$ cat src/aovs_pkg.sv
// Package: constants for the analog output value selector.
// Assumes a 40 MHz system clock; values are in setpoint step units.
package aovs_pkg;
  // Voltage in 50 mV steps, current in 0.1 mA steps
  localparam int VW = 8;
  localparam int IW = 8;
  localparam logic [VW-1:0] V_STEP_MV = 8'h32;
  localparam logic [VW-1:0] V_HI_MIN = 8'h02;
  localparam logic [VW-1:0] V_HI_MAX = 8'hc8;
  localparam logic [VW-1:0] V_LO_MAX = 8'hc6;
  localparam logic [VW-1:0] V_HI_RST = 8'hc8;
  localparam logic [VW-1:0] V_LO_RST = 8'h00;
  localparam logic [VW-1:0] V_GAP_MIN = 8'h14;
  localparam logic [VW-1:0] V_TEACH30 = 8'h64;
  localparam logic [VW-1:0] V_TEACH31 = 8'hc8;
  localparam logic [IW-1:0] I_HI_MIN = 8'h16;
  localparam logic [IW-1:0] I_HI_MAX = 8'hc8;
  localparam logic [IW-1:0] I_LO_MIN = 8'h14;
  localparam logic [IW-1:0] I_LO_MAX = 8'hc7;
  localparam logic [IW-1:0] I_HI_RST = 8'hc8;
  localparam logic [IW-1:0] I_LO_RST = 8'h28;
  localparam logic [IW-1:0] I_GAP_MIN = 8'h14;
  // Teach codes
  localparam logic [7:0] TEACH_V5 = 8'h1e;
  localparam logic [7:0] TEACH_V10 = 8'h1f;
  // Fault action codes
  localparam logic [1:0] ACT_HOLD = 2'h0;
  localparam logic [1:0] ACT_LOW = 2'h1;
  localparam logic [1:0] ACT_HIGH = 2'h2;
  // Delay tick: 5 ms at 40 MHz
  localparam int CLK_HZ = 40000000;
  localparam int TICK_MS = 5;
  localparam int TICK_CYC = CLK_HZ / 1000 * TICK_MS;
  localparam int DLY_W = 16;
  localparam int DIST_W = 16;
  localparam int FRAC_W = 16;
endpackage : aovs_pkg

$ cat src/aovs_top.sv
// Analog output value selector: setpoints, scaling and fault values.
// Assumes synchronous inputs; meas_done pulses once per measurement.
//
// Behaviour
// - Voltage high 0.1-10 V, default 10 V
// - Reject voltage pair closer than 1 V
// - Voltage low 0-9.9 V, default 0 V
// - Teach 30/31 set voltage high 5/10 V
// - Teach 30/31 force voltage low 0 V
// - Current high 2.2-20 mA, default 20 mA
// - Reject current pair closer than 2 mA
// - Current low 2-19.9 mA, default 4 mA
// - Clamp to endpoint setpoint outside window
// - Voltage power-up low/high until first measurement
// - Current power-up low/high until first measurement
// - Voltage no-target low/high/hold, default hold
// - Current no-target low/high/hold, default hold
// - No-target delay continuous, 5 ms steps
// - Voltage sync-loss low/high/hold, default hold
// - Current sync-loss low/high/hold, default hold
// - One sync-loss delay, default 0
// - Shared settings apply to both outputs
// - Linear scaling between window endpoints
`timescale 1ns/1ps
module aovs_top (
  input wire logic clk_sys,
  input wire logic sys_rst,
  input wire logic cfg_wr_v,
  input wire logic [aovs_pkg::VW-1:0] cfg_v_lo,
  input wire logic [aovs_pkg::VW-1:0] cfg_v_hi,
  input wire logic cfg_wr_i,
  input wire logic [aovs_pkg::IW-1:0] cfg_i_lo,
  input wire logic [aovs_pkg::IW-1:0] cfg_i_hi,
  input wire logic teach_stb,
  input wire logic [7:0] teach_code,
  input wire logic pwrup_v_high,
  input wire logic pwrup_i_high,
  input wire logic [1:0] notgt_act_v,
  input wire logic [1:0] notgt_act_i,
  input wire logic [1:0] nosync_act_v,
  input wire logic [1:0] nosync_act_i,
  input wire logic [aovs_pkg::DLY_W-1:0] notgt_delay,
  input wire logic [aovs_pkg::DLY_W-1:0] nosync_delay,
  input wire logic [aovs_pkg::DIST_W-1:0] win_lo_dist,
  input wire logic [aovs_pkg::DIST_W-1:0] win_hi_dist,
  input wire logic sync_follower,
  input wire logic sync_pulse,
  input wire logic meas_done,
  input wire logic meas_valid,
  input wire logic [aovs_pkg::DIST_W-1:0] meas_dist,
  output logic [aovs_pkg::VW-1:0] v_out,
  output logic [aovs_pkg::IW-1:0] i_out,
  output logic cfg_reject,
  output logic [aovs_pkg::VW-1:0] v_lo_sp,
  output logic [aovs_pkg::VW-1:0] v_hi_sp,
  output logic [aovs_pkg::IW-1:0] i_lo_sp,
  output logic [aovs_pkg::IW-1:0] i_hi_sp
);
  localparam int VW = aovs_pkg::VW;
  localparam int DW = aovs_pkg::DIST_W;
  localparam int FW = aovs_pkg::FRAC_W;

  // Linear interpolation lo + (hi-lo)*frac
  function automatic logic [7:0] lerp(input logic [7:0] lo,
    input logic [7:0] hi, input logic [FW-1:0] frac);
    logic [FW+8:0] prod;
    logic [8:0] diff;
    logic up;
    logic [7:0] delta;
    up = hi >= lo;
    diff = up ? {1'b0, hi - lo} : {1'b0, lo - hi};
    prod = diff * frac;
    delta = prod[FW+7:FW];
    lerp = up ? lo + delta : lo - delta;
  endfunction : lerp

  // Fault action selection
  function automatic logic [7:0] pick(input logic [1:0] act,
    input logic [7:0] lo, input logic [7:0] hi, input logic [7:0] cur);
    pick = act == aovs_pkg::ACT_LOW ? lo :
      act == aovs_pkg::ACT_HIGH ? hi : cur;
  endfunction : pick

  typedef enum logic [1:0] {AOVS_PWRUP, AOVS_RUN} aovs_state_t;
  aovs_state_t st_reg;
  aovs_state_t st_next;

  logic [VW-1:0] v_lo_reg;
  logic [VW-1:0] v_hi_reg;
  logic [VW-1:0] i_lo_reg;
  logic [VW-1:0] i_hi_reg;
  logic [VW-1:0] v_out_reg;
  logic [VW-1:0] i_out_reg;
  logic rej_reg;
  logic [31:0] tick_cnt_reg;
  logic tick_reg;
  logic sync_lost_reg;

  wire logic v_hi_ok = cfg_v_hi >= aovs_pkg::V_HI_MIN &&
    cfg_v_hi <= aovs_pkg::V_HI_MAX;
  wire logic v_lo_ok = cfg_v_lo <= aovs_pkg::V_LO_MAX;
  wire logic v_gap_ok = cfg_v_hi >= cfg_v_lo &&
    (cfg_v_hi - cfg_v_lo) >= aovs_pkg::V_GAP_MIN;
  wire logic v_acc = v_hi_ok && v_lo_ok && v_gap_ok;
  wire logic i_hi_ok = cfg_i_hi >= aovs_pkg::I_HI_MIN &&
    cfg_i_hi <= aovs_pkg::I_HI_MAX;
  wire logic i_lo_ok = cfg_i_lo >= aovs_pkg::I_LO_MIN &&
    cfg_i_lo <= aovs_pkg::I_LO_MAX;
  wire logic i_gap_ok = cfg_i_hi >= cfg_i_lo &&
    (cfg_i_hi - cfg_i_lo) >= aovs_pkg::I_GAP_MIN;
  wire logic i_acc = i_hi_ok && i_lo_ok && i_gap_ok;

  wire logic t30 = teach_stb && teach_code == aovs_pkg::TEACH_V5;
  wire logic t31 = teach_stb && teach_code == aovs_pkg::TEACH_V10;

  wire logic [VW-1:0] v_hi_next = t30 ? aovs_pkg::V_TEACH30 :
    t31 ? aovs_pkg::V_TEACH31 :
    (cfg_wr_v && v_acc) ? cfg_v_hi : v_hi_reg;
  wire logic [VW-1:0] v_lo_next = (t30 || t31) ? aovs_pkg::V_LO_RST :
    (cfg_wr_v && v_acc) ? cfg_v_lo : v_lo_reg;
  wire logic [VW-1:0] i_hi_next = (cfg_wr_i && i_acc) ? cfg_i_hi : i_hi_reg;
  wire logic [VW-1:0] i_lo_next = (cfg_wr_i && i_acc) ? cfg_i_lo : i_lo_reg;
  wire logic rej_next = (cfg_wr_v && !v_acc && !t30 && !t31) ||
    (cfg_wr_i && !i_acc);

  always_ff @(posedge clk_sys) begin
    if (sys_rst) begin
      v_lo_reg <= aovs_pkg::V_LO_RST;
      v_hi_reg <= aovs_pkg::V_HI_RST;
      i_lo_reg <= aovs_pkg::I_LO_RST;
      i_hi_reg <= aovs_pkg::I_HI_RST;
      rej_reg <= 1'b0;
    end else begin
      v_lo_reg <= v_lo_next;
      v_hi_reg <= v_hi_next;
      i_lo_reg <= i_lo_next;
      i_hi_reg <= i_hi_next;
      rej_reg <= rej_next;
    end
  end

  // 5 ms tick generator
  wire logic tick_wrap = tick_cnt_reg == 32'(aovs_pkg::TICK_CYC - 1);
  always_ff @(posedge clk_sys) begin
    if (sys_rst) begin
      tick_cnt_reg <= '0;
      tick_reg <= 1'b0;
    end else begin
      tick_cnt_reg <= tick_wrap ? '0 : tick_cnt_reg + 32'h1;
      tick_reg <= tick_wrap;
    end
  end

  // Fault timers; sync presence tracked from pulses
  logic notgt_seen_reg;
  wire logic notgt_level = meas_done ? !meas_valid : notgt_seen_reg;
  wire logic notgt_exp;
  wire logic nosync_exp;
  always_ff @(posedge clk_sys) begin
    if (sys_rst) notgt_seen_reg <= 1'b0;
    else notgt_seen_reg <= notgt_level;
  end

  aovs_delay u_notgt (
    .clk_sys(clk_sys),
    .sys_rst(sys_rst),
    .tick(tick_reg),
    .fault(notgt_level),
    .delay(notgt_delay),
    .expired(notgt_exp)
  );

  aovs_delay u_nosync (
    .clk_sys(clk_sys),
    .sys_rst(sys_rst),
    .tick(tick_reg),
    .fault(sync_follower && !sync_pulse),
    .delay(nosync_delay),
    .expired(nosync_exp)
  );
  wire logic sync_lost_next = nosync_exp && !sync_lost_reg ? 1'b1 :
    (sync_pulse || !sync_follower) ? 1'b0 : sync_lost_reg;
  always_ff @(posedge clk_sys) begin
    if (sys_rst) sync_lost_reg <= 1'b0;
    else sync_lost_reg <= sync_lost_next;
  end

  // Window position; clamp, linear
  wire logic inc = win_hi_dist >= win_lo_dist;
  wire logic [DW-1:0] span = inc ? win_hi_dist - win_lo_dist :
    win_lo_dist - win_hi_dist;
  wire logic [DW-1:0] off = inc ? meas_dist - win_lo_dist :
    win_lo_dist - meas_dist;
  wire logic below = inc ? meas_dist <= win_lo_dist :
    meas_dist >= win_lo_dist;
  wire logic above = inc ? meas_dist >= win_hi_dist :
    meas_dist <= win_hi_dist;
  wire logic [DW+FW-1:0] quot = span == '0 ? '0 :
    {off, {FW{1'b0}}} / {{FW{1'b0}}, span};
  wire logic [FW-1:0] frac = quot[FW-1:0];
  wire logic [VW-1:0] v_lin = above ? v_hi_reg : below ? v_lo_reg :
    lerp(v_lo_reg, v_hi_reg, frac);
  wire logic [VW-1:0] i_lin = above ? i_hi_reg : below ? i_lo_reg :
    lerp(i_lo_reg, i_hi_reg, frac);

  // power-up value held until first result
  wire logic [VW-1:0] v_pwr = pwrup_v_high ? v_hi_reg : v_lo_reg;
  wire logic [VW-1:0] i_pwr = pwrup_i_high ? i_hi_reg : i_lo_reg;

  wire logic [VW-1:0] v_flt = sync_lost_reg ?
    pick(nosync_act_v, v_lo_reg, v_hi_reg, v_out_reg) :
    pick(notgt_act_v, v_lo_reg, v_hi_reg, v_out_reg);
  wire logic [VW-1:0] i_flt = sync_lost_reg ?
    pick(nosync_act_i, i_lo_reg, i_hi_reg, i_out_reg) :
    pick(notgt_act_i, i_lo_reg, i_hi_reg, i_out_reg);
  wire logic fault_on = sync_lost_reg || notgt_exp;

  always_comb begin
    st_next = st_reg;
    unique case (st_reg)
      AOVS_PWRUP: if (meas_done) st_next = AOVS_RUN;
      AOVS_RUN: st_next = AOVS_RUN;
      default: st_next = AOVS_PWRUP;
    endcase
  end

  wire logic upd = meas_done && meas_valid && !sync_lost_reg;
  wire logic [VW-1:0] v_out_next = st_reg == AOVS_PWRUP && !meas_done ?
    v_pwr : upd ? v_lin : fault_on ? v_flt : v_out_reg;
  wire logic [VW-1:0] i_out_next = st_reg == AOVS_PWRUP && !meas_done ?
    i_pwr : upd ? i_lin : fault_on ? i_flt : i_out_reg;

  always_ff @(posedge clk_sys) begin
    if (sys_rst) begin
      st_reg <= AOVS_PWRUP;
      v_out_reg <= aovs_pkg::V_LO_RST;
      i_out_reg <= aovs_pkg::I_LO_RST;
    end else begin
      st_reg <= st_next;
      v_out_reg <= v_out_next;
      i_out_reg <= i_out_next;
    end
  end

  assign v_out = v_out_reg;
  assign i_out = i_out_reg;
  assign cfg_reject = rej_reg;
  assign v_lo_sp = v_lo_reg;
  assign v_hi_sp = v_hi_reg;
  assign i_lo_sp = i_lo_reg;
  assign i_hi_sp = i_hi_reg;
endmodule : aovs_top

$ cat src/aovs_delay.sv
// Delay timer: counts continuous fault time in 5 ms ticks.
// Assumes a tick strobe shared by all timers.
`timescale 1ns/1ps
module aovs_delay (
  input wire logic clk_sys,
  input wire logic sys_rst,
  input wire logic tick,
  input wire logic fault,
  input wire logic [aovs_pkg::DLY_W-1:0] delay,
  output logic expired
);
  logic [aovs_pkg::DLY_W:0] cnt_reg;
  logic [aovs_pkg::DLY_W:0] cnt_next;
  wire logic at_end = cnt_reg > {1'b0, delay};
  assign cnt_next = !fault ? '0 :
    (tick && !at_end) ? cnt_reg + 1'b1 : cnt_reg;
  always_ff @(posedge clk_sys) begin
    if (sys_rst) cnt_reg <= '0;
    else cnt_reg <= cnt_next;
  end
  // Zero delay expires at once on a fault
  assign expired = fault && (delay == '0 || at_end);
endmodule : aovs_delay

$ cat config.mk
export PLATFORM = sky130hd
export DESIGN_NAME = aovs_top
export DESIGN_NICKNAME = d
export VERILOG_FILES = /design/src/aovs_pkg.sv /design/src/aovs_top.sv /design/src/aovs_delay.sv
export SDC_FILE = /design/constraint.sdc
export NUM_CORES = 2
export LEC_CHECK = 0
export ABC_CLOCK_PERIOD_IN_PS = 353700
export BUFFER_PORTS_ARGS = -buffer_cell sky130_fd_sc_hd__buf_2
export CORE_MARGIN = 5
export CORE_UTILIZATION = 40
export DETAILED_ROUTE_END_ITERATION = 10
export GPL_ROUTABILITY_DRIVEN = 0
export SLEW_MARGIN = 15
export SYNTH_ARGS = -nofsm -noshare
export SYNTH_HDL_FRONTEND = slang
export SYNTH_HIERARCHICAL = 1
export SYNTH_SLANG_ARGS = --single-unit
$ cat constraint.sdc
create_clock -name clk_sys -period 353.7 [get_ports clk_sys]
set_input_delay 53.055 -clock clk_sys [delete_from_list [all_inputs] [get_ports clk_sys]]
set_output_delay 53.055 -clock clk_sys [all_outputs]
set_load 0.02 [all_outputs]
==> out/qor.csv <==
metric,value,unit
"Hold-fix buffers, CTS",0,
Starting Density,40.2,%
clk_lat worst skew,0.43,ns
GRT Total Usage,23.9,%
CTS tree,built,
RSZ-0062 raised after global routing,false,
achievable frequency,6.13,MHz
crit path max fanout,30,
post-synthesis simple-gate area fraction,22.4,%
Top delay family on crit path,compound AO/OA/AOI/OAI gates,
"commonest non-fill, non-tap cell in the layout",nor2_1,
Synth cell types,127,
Slew @ Worst Pin,1.24,ns
die area,120000,um2
Worst Hold Path Cells,1,
first-pass detailed-route iteration total,7,
Post-Synthesis Cells,6206,
Slew HR,16.7,%
"commonest non-fill, non-tap cells in the layout","666 x nor2_1, 640 x ha_1, 588 x a21oi_1, 534 x inv_1, 477 x nand2_1",
largest net degree at the start of global routing,54,
# rows,123,
Post-synth EDFFs,0,
setup violators final,0,
CP max stage cell,and4_1,
Worst Path Buf+Inv,15,
nature of the critical path startpoint,input port,
Port Buffers,187,
Critical Path End Type,register,
Final Hold Fails,0,
share of cells above drive strength 1,8.57,%
Most common cell on crit path,a21oi_1,
Adder-Cell Fraction of Synth Area,25.6,%
Worst-path clk slew,0.06,ns
# IOs,188,
Crit Path Category,input port to register,
Yosys reg bits,119,
WL per Instance,19.3,um
Post-Syn Area per Cell,7.27,um2
"FFs w/ async S/R, synth",0,%
total core area,112000,um2
max-slew violations,0,
Sum Neg Setup Slack,0,ns
area grow syn2layout,7.27,%
initial antenna violation count,1,
post-CTS sizing,0,
remaining antenna violation count after routing,0,
die height,346,um
Vias,46500,
drt initial violations,3754,
yosys warns,6,
Synth Flop Type,dfxtp_1,
routed wire length,151,mm
fin crit period,163.14,ns
Post CTS Setup Buffer Count,0,
Final Cycle Share,46.1,%
main combinational cell family by area after synthesis,compound AO/OA/AOI/OAI gates,
Vias/cell,5.96,
final net count,7247,
"Req. time, crit path",354.05,ns
Antenna Cells,0,
H-tree depth,4,
die width,346,um
Worst EP arrival,163.49,ns
Max-Cap Viols,0,
Fin Clk Skew,0.00756,ns
max reg flops,32,
global-route wire length before repair,239,mm
status,"complete, no violations",
class of the worst hold path,register to register,
mux contribution to synthesized area,4.87,%
DPL Wire Length,119,mm
CTS Sinks,119,
CTS root buf,clkbuf_16,
vias in the first global route,44200,
sequential-to-total area share from yosys stat,5.28,%
drt drc,0,
GRT overflow,0,
Num CTS Buffers,17,
R2R cell count,51,
Mapped Nets,7163,
critical path depth,474,
Synth Area in Compound Gates,27.0,%
synthesized cell area,45100,um2
Clock Tree Buf Depth,2,
xor/xnor share of the synthesized area,8.53,%
"slowest stage delay, CP",0.88,ns
## cells by family after synthesis
family                   Yosys count
XOR/XNOR                         435
AND/OR/NAND/NOR                 2055
adder cells (fa/ha/maj)          818
flip-flops                       119
buffers and inverters            740
AO/OA/AOI/OAI                   1833
multiplexers                     206
## worst paths after layout
| path | from | end | slack (ns) |
|---|---|---|---|
| hold / removal | tick_cnt_reg[0] | tick_cnt_reg[0] | 0.46 |
| setup / recovery | win_lo_dist[13] | v_out[7] | 190.57 |
| setup reg to reg | v_lo_sp[1] | v_out[7] | 341.18 |
| hold reg to reg | tick_cnt_reg[0] | tick_cnt_reg[0] | 0.46 |
## metal layers
layer  track usage (%)  wire (um)  vias to the layer above
met5             0.800        137                        -
met4              6.87       4760                        2
met3              3.25      10200                      301
met2              40.4      68500                     1668
met1              31.7      67200                    22000
li1                  -          -                    22500
## final cells by class
class | count | area [um2]
Multi-Input combinational cell | 5347 | 40000
Fill cell | 11600 | 63900
Sequential cell | 119 | 2380
Clock buffer | 19 | 453
Clock inverter | 13 | 146
Timing Repair Buffer | 267 | 1540
Tap cell | 1500 | 1880
Inverter | 538 | 2020
## synth_stat cells (123+ instances only)
| master | count | area [um2] |
|---|---|---|
| inv_1 | 534 | 2000 |
| a21oi_1 | 591 | 2960 |
| nand2_1 | 479 | 1800 |
| clkbuf_1 | 139 | 522 |
| nor3_1 | 139 | 696 |
| o21bai_1 | 129 | 968 |
| fa_1 | 177 | 3540 |
| xor2_1 | 123 | 1080 |
| a21o_1 | 155 | 1160 |
| xnor2_1 | 309 | 2710 |
| ha_1 | 641 | 8020 |
| o21ai_0 | 259 | 1300 |
| nor2_1 | 670 | 2510 |
## through the flow
stage | hold slack [ns] | worst slack [ns] | area, um2 | cells | util (%)
2_1_floorplan | 0.426 | 204.39 | 45100 | 6206 | -
3_3_place_gp | 0.443 | 194.67 | 47800 | 7771 | 42.6
3_5_place_dp | 0.447 | 191.68 | 47800 | 7771 | 42.6
4_1_cts | 0.461 | 191.63 | 48400 | 7803 | 43.1
5_1_grt | 0.493 | 180.92 | 48400 | 7803 | 43.1
6_report | 0.457 | 190.57 | 48400 | 7803 | 43.1
Power is left out: the tool's default activity adds up to more than one toggle a clock period on the data nets, which glitch-free logic cannot reach.
